File: config.mk
export PLATFORM = sky130hd
export DESIGN_NAME = ier_event_router
export DESIGN_NICKNAME = d
export VERILOG_FILES = /design/src/ier_pkg.sv /design/src/ier_event_router.sv
export SDC_FILE = /design/constraint.sdc
export NUM_CORES = 2
export LEC_CHECK = 0
export BUFFER_PORTS_ARGS = -buffer_cell sky130_fd_sc_hd__buf_2
export CAP_MARGIN = 20
export CORE_MARGIN = 2
export CORE_UTILIZATION = 24
export DETAILED_ROUTE_END_ITERATION = 8
export PLACE_DENSITY = 0.43
export SETUP_SLACK_MARGIN = 0.4
export SYNTH_ARGS = -nofsm -noshare
export SYNTH_HDL_FRONTEND = slang
export SYNTH_SLANG_ARGS = --single-unit
File: constraint.sdc
create_clock -name clk -period 3.8 [get_ports clk]
set_clock_uncertainty 0.2 [all_clocks]
set_input_delay 0 -clock clk [delete_from_list [all_inputs] [get_ports clk]]
set_output_delay 0 -clock clk [all_outputs]
set_load 0.02 [all_outputs]
File: src/ier_pkg.sv
package ier_pkg;
    // ------------------------------------------------------------
    // Source counts and widths
    // ------------------------------------------------------------
    localparam int NUM_PERIPH = 33;                    // Peripheral interrupt sources.
    localparam int NUM_PIN    = 6;                     // External pin interrupt inputs.
    localparam int NUM_SLOT   = 39;                    // Request lines toward the CPU controller.
    localparam int NUM_SRC    = NUM_PERIPH + NUM_PIN;  // Selectable sources.
    localparam int SEL_W      = 6;                     // Width of one slot source index.
    localparam int PIN_BASE   = NUM_PERIPH;            // Source index of pin 0.

    // ------------------------------------------------------------
    // Pin trigger encodings
    // ------------------------------------------------------------
    localparam logic [1:0] TRIG_FALL = 2'h0;
    localparam logic [1:0] TRIG_RISE = 2'h1;
    localparam logic [1:0] TRIG_BOTH = 2'h2;

    // ------------------------------------------------------------
    // Low power mode encodings
    // ------------------------------------------------------------
    localparam logic [1:0] LP_RUN     = 2'h0;
    localparam logic [1:0] LP_SLEEP   = 2'h1;
    localparam logic [1:0] LP_STANDBY = 2'h2;
    localparam logic [1:0] LP_SNOOZE  = 2'h3;

    // ------------------------------------------------------------
    // Non-maskable cause bit positions and reset values
    // ------------------------------------------------------------
    localparam int NMI_W       = 4;
    localparam int NMI_PIN_BIT = 0;
    localparam int NMI_WDT_BIT = 1;
    localparam int NMI_LVD_BIT = 2;
    localparam int NMI_PAR_BIT = 3;
    localparam logic [NMI_W-1:0] NMI_RST = 4'h0;
    localparam logic [NUM_PIN-1:0] PEND_RST = 6'h00;
endpackage

File: src/ier_event_router.sv
`timescale 1ns/1ps
// Overview of operation
// - Each request slot picks its source and is routed to CPU or transfer controller.
// - Thirty-three peripheral maskable request inputs are accepted as sources.
// - Each pin detects falling, rising or both edges, one mode per pin.
// - Six external pin inputs, numbered zero to five, are maskable sources.
// - Thirty-nine request outputs are driven toward the CPU vectored controller.
// - Transfer controller requests use the same slot source selection as CPU.
// - Non-maskable pin raises an event on its selected falling or rising edge.
// - Watchdog underflow or refresh error raises a non-maskable event.
// - Voltage monitor one interrupt is delivered as a non-maskable event.
// - SRAM parity fault raises a non-maskable event.
// - In sleep, any non-maskable or any other source requests wake-up.
// - In standby or snooze, non-maskable or enabled sources request wake-up.
// - Each pin's trigger edge comes from its own trigger control input.
module ier_event_router #(
    parameter int NUM_PERIPH = ier_pkg::NUM_PERIPH,
    parameter int NUM_PIN    = ier_pkg::NUM_PIN,
    parameter int NUM_SLOT   = ier_pkg::NUM_SLOT,
    parameter int SEL_W      = ier_pkg::SEL_W
) (
    input  wire logic                      clk,                  // System clock, 125 MHz.
    input  wire logic                      nrst,                 // Synchronous reset, active low.
    input  wire logic [NUM_PERIPH-1:0]     periph_irq,           // Peripheral request levels.
    input  wire logic [NUM_PIN-1:0]        ext_pin_irq,          // External pin levels.
    input  wire logic [NUM_PIN*2-1:0]      pin_irq_trigger_ctrl, // Two trigger bits per pin.
    input  wire logic [NUM_PIN-1:0]        pin_clear,            // Pin pending clear strobes.
    input  wire logic [NUM_SLOT*SEL_W-1:0] slot_sel,             // Source index per slot.
    input  wire logic [NUM_SLOT-1:0]       slot_to_dtc,          // Slot goes to transfer ctrl.
    input  wire logic [NUM_SLOT-1:0]       slot_accept,          // Slot request taken.
    input  wire logic                      nmi_pin,              // Non-maskable pin level.
    input  wire logic                      nmi_edge_rising,      // Pin edge: 1 rising, 0 falling.
    input  wire logic                      wdt_underflow,        // Independent watchdog underflow.
    input  wire logic                      wdt_refresh_err,      // Independent watchdog refresh error.
    input  wire logic                      voltage_monitor_one,  // Voltage monitor one interrupt.
    input  wire logic                      sram_parity_fault,    // SRAM parity error.
    input  wire logic [ier_pkg::NMI_W-1:0] nmi_clear,            // Cause clear strobes.
    input  wire logic [1:0]                lp_mode,              // Current low power mode.
    input  wire logic [NUM_PERIPH+NUM_PIN-1:0] standby_end_enable, // Wake enables, both words.
    output logic      [NUM_SLOT-1:0]       cpu_vectored_irq_ctrl, // Requests to CPU controller.
    output logic      [NUM_SLOT-1:0]       data_transfer_ctrl,    // Requests to transfer ctrl.
    output logic      [NUM_PIN-1:0]        pin_pending,          // Pending pin edges.
    output logic                           nmi_req,              // Non-maskable request level.
    output logic      [ier_pkg::NMI_W-1:0] nmi_cause,            // Sticky non-maskable causes.
    output logic                           wake_req              // Wake-up request level.
);

    localparam int NUM_SRC = NUM_PERIPH + NUM_PIN;

    // ------------------------------------------------------------
    // Helper functions
    // ------------------------------------------------------------

    // Picks one source bit; an index past the last source reads as idle.
    function automatic logic src_pick(input logic [NUM_SRC-1:0] vec, input logic [SEL_W-1:0] idx);
        logic hit;
        hit = 1'b0;
        for (int i = 0; i < NUM_SRC; i++) begin
            if (idx == SEL_W'(i)) begin
                hit = vec[i];
            end
        end
        return hit;
    endfunction

    // Edge detect for one pin; the unused code detects nothing.
    function automatic logic edge_hit(input logic [1:0] mode, input logic prev, input logic cur);
        logic hit;
        hit = 1'b0;
        unique case (mode)
            ier_pkg::TRIG_FALL: hit = prev & ~cur;
            ier_pkg::TRIG_RISE: hit = ~prev & cur;
            ier_pkg::TRIG_BOTH: hit = prev ^ cur;
            default:            hit = 1'b0;
        endcase
        return hit;
    endfunction

    // ------------------------------------------------------------
    // Pin sampling and pending state
    // ------------------------------------------------------------
    logic [NUM_PIN-1:0]        pin_prev;
    logic                      nmi_prev;
    logic [NUM_PIN-1:0]        next_pend;
    logic [NUM_SRC-1:0]        src_vec;
    logic [ier_pkg::NMI_W-1:0] next_cause;
    logic [NUM_SLOT-1:0]       slot_hit;
    logic                      next_wake;
    logic [NUM_PIN-1:0]        pin_taken;

    // Previous samples; inputs are already synchronous to clk.
    always_ff @(posedge clk) begin
        if (!nrst) begin
            pin_prev <= ier_pkg::PEND_RST;
            nmi_prev <= 1'b0;
        end else begin
            pin_prev <= ext_pin_irq;
            nmi_prev <= nmi_pin;
        end
    end

    // A pin counts as taken when any slot that selects it is accepted, whichever slot that is.
    always_comb begin
        pin_taken = '0;
        for (int p = 0; p < NUM_PIN; p++) begin
            for (int k = 0; k < NUM_SLOT; k++) begin
                if (slot_accept[k] && slot_sel[k*SEL_W +: SEL_W] == SEL_W'(NUM_PERIPH + p)) begin
                    pin_taken[p] = 1'b1;
                end
            end
        end
    end

    // An edge in the same cycle as a clear or acceptance stays pending.
    always_comb begin
        next_pend = pin_pending;
        for (int p = 0; p < NUM_PIN; p++) begin
            if (pin_taken[p]) begin
                next_pend[p] = 1'b0;
            end
            if (pin_clear[p]) begin
                next_pend[p] = 1'b0;
            end
            if (edge_hit(pin_irq_trigger_ctrl[p*2 +: 2], pin_prev[p], ext_pin_irq[p])) begin
                next_pend[p] = 1'b1;
            end
        end
    end

    always_ff @(posedge clk) begin
        if (!nrst) begin
            pin_pending <= ier_pkg::PEND_RST;
        end else begin
            pin_pending <= next_pend;
        end
    end

    // ------------------------------------------------------------
    // Slot routing
    // ------------------------------------------------------------

    assign src_vec = {pin_pending, periph_irq};

    // Each slot sees its chosen source level.
    always_comb begin
        for (int k = 0; k < NUM_SLOT; k++) begin
            slot_hit[k] = src_pick(src_vec, slot_sel[k*SEL_W +: SEL_W]);
        end
    end

    always_ff @(posedge clk) begin
        if (!nrst) begin
            cpu_vectored_irq_ctrl <= '0;
            data_transfer_ctrl    <= '0;
        end else begin
            cpu_vectored_irq_ctrl <= slot_hit & ~slot_to_dtc;
            data_transfer_ctrl    <= slot_hit & slot_to_dtc;
        end
    end

    // ------------------------------------------------------------
    // Non-maskable causes
    // ------------------------------------------------------------

    // Causes are sticky so that a one-cycle fault is never missed; set wins over clear.
    always_comb begin
        next_cause = nmi_cause & ~nmi_clear;
        if (nmi_edge_rising ? (~nmi_prev & nmi_pin) : (nmi_prev & ~nmi_pin)) begin
            next_cause[ier_pkg::NMI_PIN_BIT] = 1'b1;
        end
        if (wdt_underflow || wdt_refresh_err) begin
            next_cause[ier_pkg::NMI_WDT_BIT] = 1'b1;
        end
        if (voltage_monitor_one) begin
            next_cause[ier_pkg::NMI_LVD_BIT] = 1'b1;
        end
        if (sram_parity_fault) begin
            next_cause[ier_pkg::NMI_PAR_BIT] = 1'b1;
        end
    end

    // Request follows the causes in the same edge.
    always_ff @(posedge clk) begin
        if (!nrst) begin
            nmi_cause <= ier_pkg::NMI_RST;
            nmi_req   <= 1'b0;
        end else begin
            nmi_cause <= next_cause;
            nmi_req   <= |next_cause;
        end
    end

    // ------------------------------------------------------------
    // Wake-up control
    // ------------------------------------------------------------

    // Wake is judged on current pending state, so it lags an event by one cycle.
    always_comb begin
        next_wake = 1'b0;
        unique case (lp_mode)
            ier_pkg::LP_RUN:     next_wake = 1'b0;
            ier_pkg::LP_SLEEP:   next_wake = (|src_vec) | (|nmi_cause);
            ier_pkg::LP_STANDBY,
            ier_pkg::LP_SNOOZE:  next_wake = (|(src_vec & standby_end_enable)) | (|nmi_cause);
        endcase
    end

    // Registered wake request.
    always_ff @(posedge clk) begin
        if (!nrst) begin
            wake_req <= 1'b0;
        end else begin
            wake_req <= next_wake;
        end
    end
endmodule

Yosys cells after proc, flatten, opt, wreduce, memory -nomap -nowiden
Cells that the tools add are included.
Storage, ports and cells
  output and inout bits: 90
  word-level logic and storage cells: 3629
  input bits: 422
  flip-flop bits (word level): 97
Operators by class
  bitwise operators: 42
  equality and inequality tests: 1497
  muxes and demuxes: 1785
  reduce and logical (&&, ||, !) cells: 292
Operator list (count)
  $eq 6x5->1 const B: 624
  $eq 6x4->1 const B: 312
  $mux 1: 1778
  $eq 6x6->1 const B: 273
  $eq 6x3->1 const B: 156
  $eq 6x2->1 const B: 78
  $eq 6x1->1 const B: 39
  $logic_and 1x1->1: 234
  $logic_not 6->1: 39
  $and 39x39->39: 3
  $reduce_or 39->1: 2
  $not 39->39: 1
  $pmux 1 s3: 7
  $reduce_bool 3->1: 6
  $eq 2x2->1 const B: 8
  $and 1x1->1: 14
  $eq 2x1->1 const B: 7
  $logic_not 2->1: 7
  $not 1->1: 14
  $reduce_or 4->1: 2
  $xor 1x1->1: 6
  $and 4x4->4: 1
  $not 4->4: 1
  $or 1x1->1: 2
  2 further kinds: 2

Logic depth before layout (Yosys ltp)
  depth in word-level cells: 44
  mapped depth: 10
  depth with buffers taken out: 7

Worst setup path after synthesis
No wires, ideal clock.
  path type: reg-to-reg
  start point: register pin_pending[4]
  end point: register cpu_vectored_irq_ctrl[23]
  data required time: 3.535 ns
  setup slack: 1.498 ns
  setup time: 0.065 ns
  data arrival time: 2.037 ns
  path buffers: 3
  period minus slack after synthesis: 2.302 ns
  stages on the path, launching flop included: 9
  cell sequence: dfxtp_1 > buf_2 > clkbuf_1 > clkbuf_1 > nand2_1 > a311oi_1 > a21oi_1 > a311oi_1 > nor2b_1
On the way
  longest elaborated chain between the ends: 3
Ends and longest elaborated chain
  from (decl): line ier_event_router.sv:42  | output logic [NUM_PIN-1:0] pin_pending,
  from (signal assigned): line ier_event_router.sv:132  | pin_pending <= ier_pkg::PEND_RST;
  from (signal assigned): line ier_event_router.sv:134  | pin_pending <= next_pend;
  $mux 1 (2 in a row): line ier_event_router.sv:59  | if (idx == SEL_W'(i)) begin
  $and 39x39->39: line ier_event_router.sv:156  | cpu_vectored_irq_ctrl <= slot_hit & ~slot_to_dtc;
  to (signal assigned): line ier_event_router.sv:156
  to (decl): line ier_event_router.sv:40  | output logic [NUM_SLOT-1:0] cpu_vectored_irq_ctrl,
Every way passes these cells.
A chain may end at the register's enable or synchronous reset.

==> results.md <==
- Status: completed
- Number of global-route vias before repair: 37,100
- Syn Area/Cell: roughly 6.7 um2
- Top achievable clock speed: between 200 and 300 MHz
- Initial Util: 0.242
- Synth cell count leaders: nand2_1 (330), nor2_1 (328), clkbuf_1 (315)
- Critical Path End Type: flop
- Gr usage total: 0.326
- Met2 Usage GRT: 0.478
- Iteration count of the initial detailed-routing pass: 9
- Seq cells post-synth: 97
- Initial DRC count: 5,784
- Die outline width: around 350 um
- Hold Crit Class: in -> reg
- Crit path launch type: flop
- Worst vdd ir: between 0.3 and 0.4 mV
- Number of flops mapped to enable cells by yosys: 0
- Synth area leader: dfxtp_1
- Largest net degree at the start of global routing: 42
- Post-Syn Nets: about 4,700
- Filler Cell Count: 13,100
- Layout Nets: around 5,000
- Synth Flop Type: dfxtp_1
- Post-CTS Setup Bufs: 0
- Crit Path Category: reg -> reg
- Die height: 349 um
- Top area cells in the synthesized netlist: dfxtp_1 (6.8%), mux2i_1 (6.7%), mux4_2 (5.9%), o21ai_0 (5.1%), nand2_1 (4.3%)
- Hold path startpoint: slot_sel[17]
- GR met3 Demand/Resource: 0.0900
- Final min period: 3.42 ns
- TNS Setup: 0 ns
- Global route hottest layer: met2
- Via count: 40,500
- # port buffers: a little over 500
- Mapped Cells: 4,262
- R2r setup slk: 0.38 ns
- Most common cell in the netlist: nand2_1
- Clk Latency, worst-skew pair: 0.49 ns
- Global routing met1 resource utilization: 0.408
- FFs w/ async S/R, synth: 0
- Core ar.: 0.118 mm2
- Setup repair after global routing missed its margin: no
- CP startpoint: pin_pending[0]
- Final HPWL DP: between 150,000 and 200,000 um
- Reg2reg start: pin_pending[0]
- Setup Viol. Count Final: 0
- Critical path data arrival time: 3.64 ns
- WL per Instance: 33.8 um
- H-tree Lvls: 3
- Cts bufs inserted: 9
- Post-synthesis cell area: around 0.029 mm2
- Post-synth top area share: 0.0680
- Area Growth Syn to Fin: 20.6%
- Register clock-pin slew on the reported worst setup and hold paths: 0.12 ns
- CTS tree: built
- Leak: roughly 13 nW
- Root Driver: clkbuf_16
- DRC viols: 0
- Max-cap viol count: 0
- Final Cell Area: about 0.034 mm2
- Clk sinks: 97
- Sequential area share after synthesis: 0.0680
- Post-Layout Cell Count: 6,185
- YS warnings: 0
- Via/cell ratio: 6.55
- Global-route wire length before repair: 287,000 um
- Distinct cells, synth: 90
- Measured slew at the worst slew-check pin: 1.19 ns
- Max-Slew Margin vs Limit: 0.200
- Max clock buf depth: 2
- Grt ovf: 0
- Dpl cell area: between 0.03 and 0.04 mm2
- Max FO, Critical Path: 17
- Layout cells sized above 1: 0.192
- Total Wirelength: ~210,000 um
- Initial antenna violation count: 64
- Final Hold Vio Count: 0
- Die area: roughly 0.12 mm2
- I/O pins: 512
- PwrDens: 188 mW/mm2
- Inst Count DP: a little under 6,000
- Final ANT Viol Nets: 0
- Final Max Slew Viols: 0
- Final core utilization: 0.292
- Worst endpoint required time: 4.03 ns
- GP Congestion: 1.03
- Final period utilization: 0.899
- Row count: 126
-- worst paths after layout --
check / cells after the start / end
worst min-delay path: 6 / cpu_vectored_irq_ctrl[2]
worst max-delay path: 6 / pin_pending[0]
worst max register to register: 6 / pin_pending[0]
worst min register to register: 5 / cpu_vectored_irq_ctrl[23]
-- critical path, stage by stage, from the launching register on --
cell	delay, ns
dfxtp_2	0.76
inv_1	0.50
a311o_1	0.44
dlygate4sd3_1	0.61
nor4_1	0.51
nand3_1	0.16
a21oi_1	0.15
-- report_power, final --
group / switching (mW) / internal, mW / leakage, nW
Sequential: 0.0477 / 1.08 / 0.796
Combinational: 2.77 / 1.43 / 12.0
Clock: 0.679 / 0.462 / 0.141
Total: 3.49 / 2.97 / 12.9
-- state kept, by name (all words and copies together) (netlist names) --
register               cells
data_transfer_ctrl        39
nmi_cause                  4
pin_pending                6
cpu_vectored_irq_ctrl     39
pin_prev                   6
wake_req                   1
nmi_req                    1
nmi_prev                   1
-- stage by stage --
stage / hold slack (ns) / total power, mW / setup slack, ns
after detailed placement: -0.0297 / 5.02 / 0.844
after global placement: -0.0331 / 5.03 / 0.876
final: 0.00839 / 6.46 / 0.383
after global routing: 0.0223 / 6.68 / 0.424
after CTS: 0.00160 / 6.34 / 0.449
after floorplan: -0.130 / 3.38 / 1.50
-- repair_timing --
| action | 4_1_cts | 5_1_grt |
|---|---|---|
| gates resized for setup | 0 | 2 |
| endpoints found under the setup margin | 0 | 2 |
| hold endpoints to repair | 97 | 0 |
| hold buffers | 159 | 0 |
-- cells in the final DEF (no fill, tap or decap), types with 57 or more instances in the layout --
| cell | n |
|---|---|
| nand4_1 | 68 |
| buf_2 | 510 |
| o21ai_0 | 293 |
| inv_1 | 139 |
| a21oi_1 | 220 |
| a211oi_1 | 64 |
| o211ai_1 | 71 |
| dfxtp_1 | 91 |
| o22ai_1 | 108 |
| a31oi_1 | 61 |
| mux4_2 | 75 |
| nand3_1 | 140 |
| buf_4 | 145 |
| nor2b_1 | 178 |
| o2111ai_1 | 57 |
| nor3_1 | 115 |
| nand2_1 | 330 |
| dlygate4sd3_1 | 159 |
| nor2_1 | 328 |
| mux2i_1 | 190 |
| mux2_2 | 57 |
| nand2b_1 | 149 |
-- cell type report --
cell class | count | area, um2 | area share
Multi-Input combinational cell | 3507 | 24000 | 0.696
Timing Repair Buffer | 833 | 5610 | 0.163
Sequential cell | 97 | 1950 | 0.0567
Tap cell | 1536 | 1920 | 0.0558
Inverter | 155 | 582 | 0.0169
Clock buffer | 10 | 229 | 0.00665
Antenna cell | 41 | 103 | 0.00298
Clock inverter | 6 | 55.1 | 0.00160
-- layer usage --
| metal | share of wire | vias to the layer above | wire, um |
|---|---|---|---|
| met5 | 0.0011 | - | 226 |
| met4 | 0.081 | 36 | 16900 |
| met3 | 0.12 | 765 | 24100 |
| met2 | 0.42 | 2881 | 86800 |
| met1 | 0.39 | 19600 | 80700 |
| li1 | - | 17200 | - |
-- cell families after synthesis --
family                   share of synthesized area
AND/OR/NAND/NOR                              0.319
AO/OA/AOI/OAI                                0.364
buffers and inverters                       0.0925
multiplexers                                 0.152
flip-flops                                  0.0680
adder cells (fa/ha/maj)                    0.00526
Note: power is estimated with default switching activity, not from simulation.
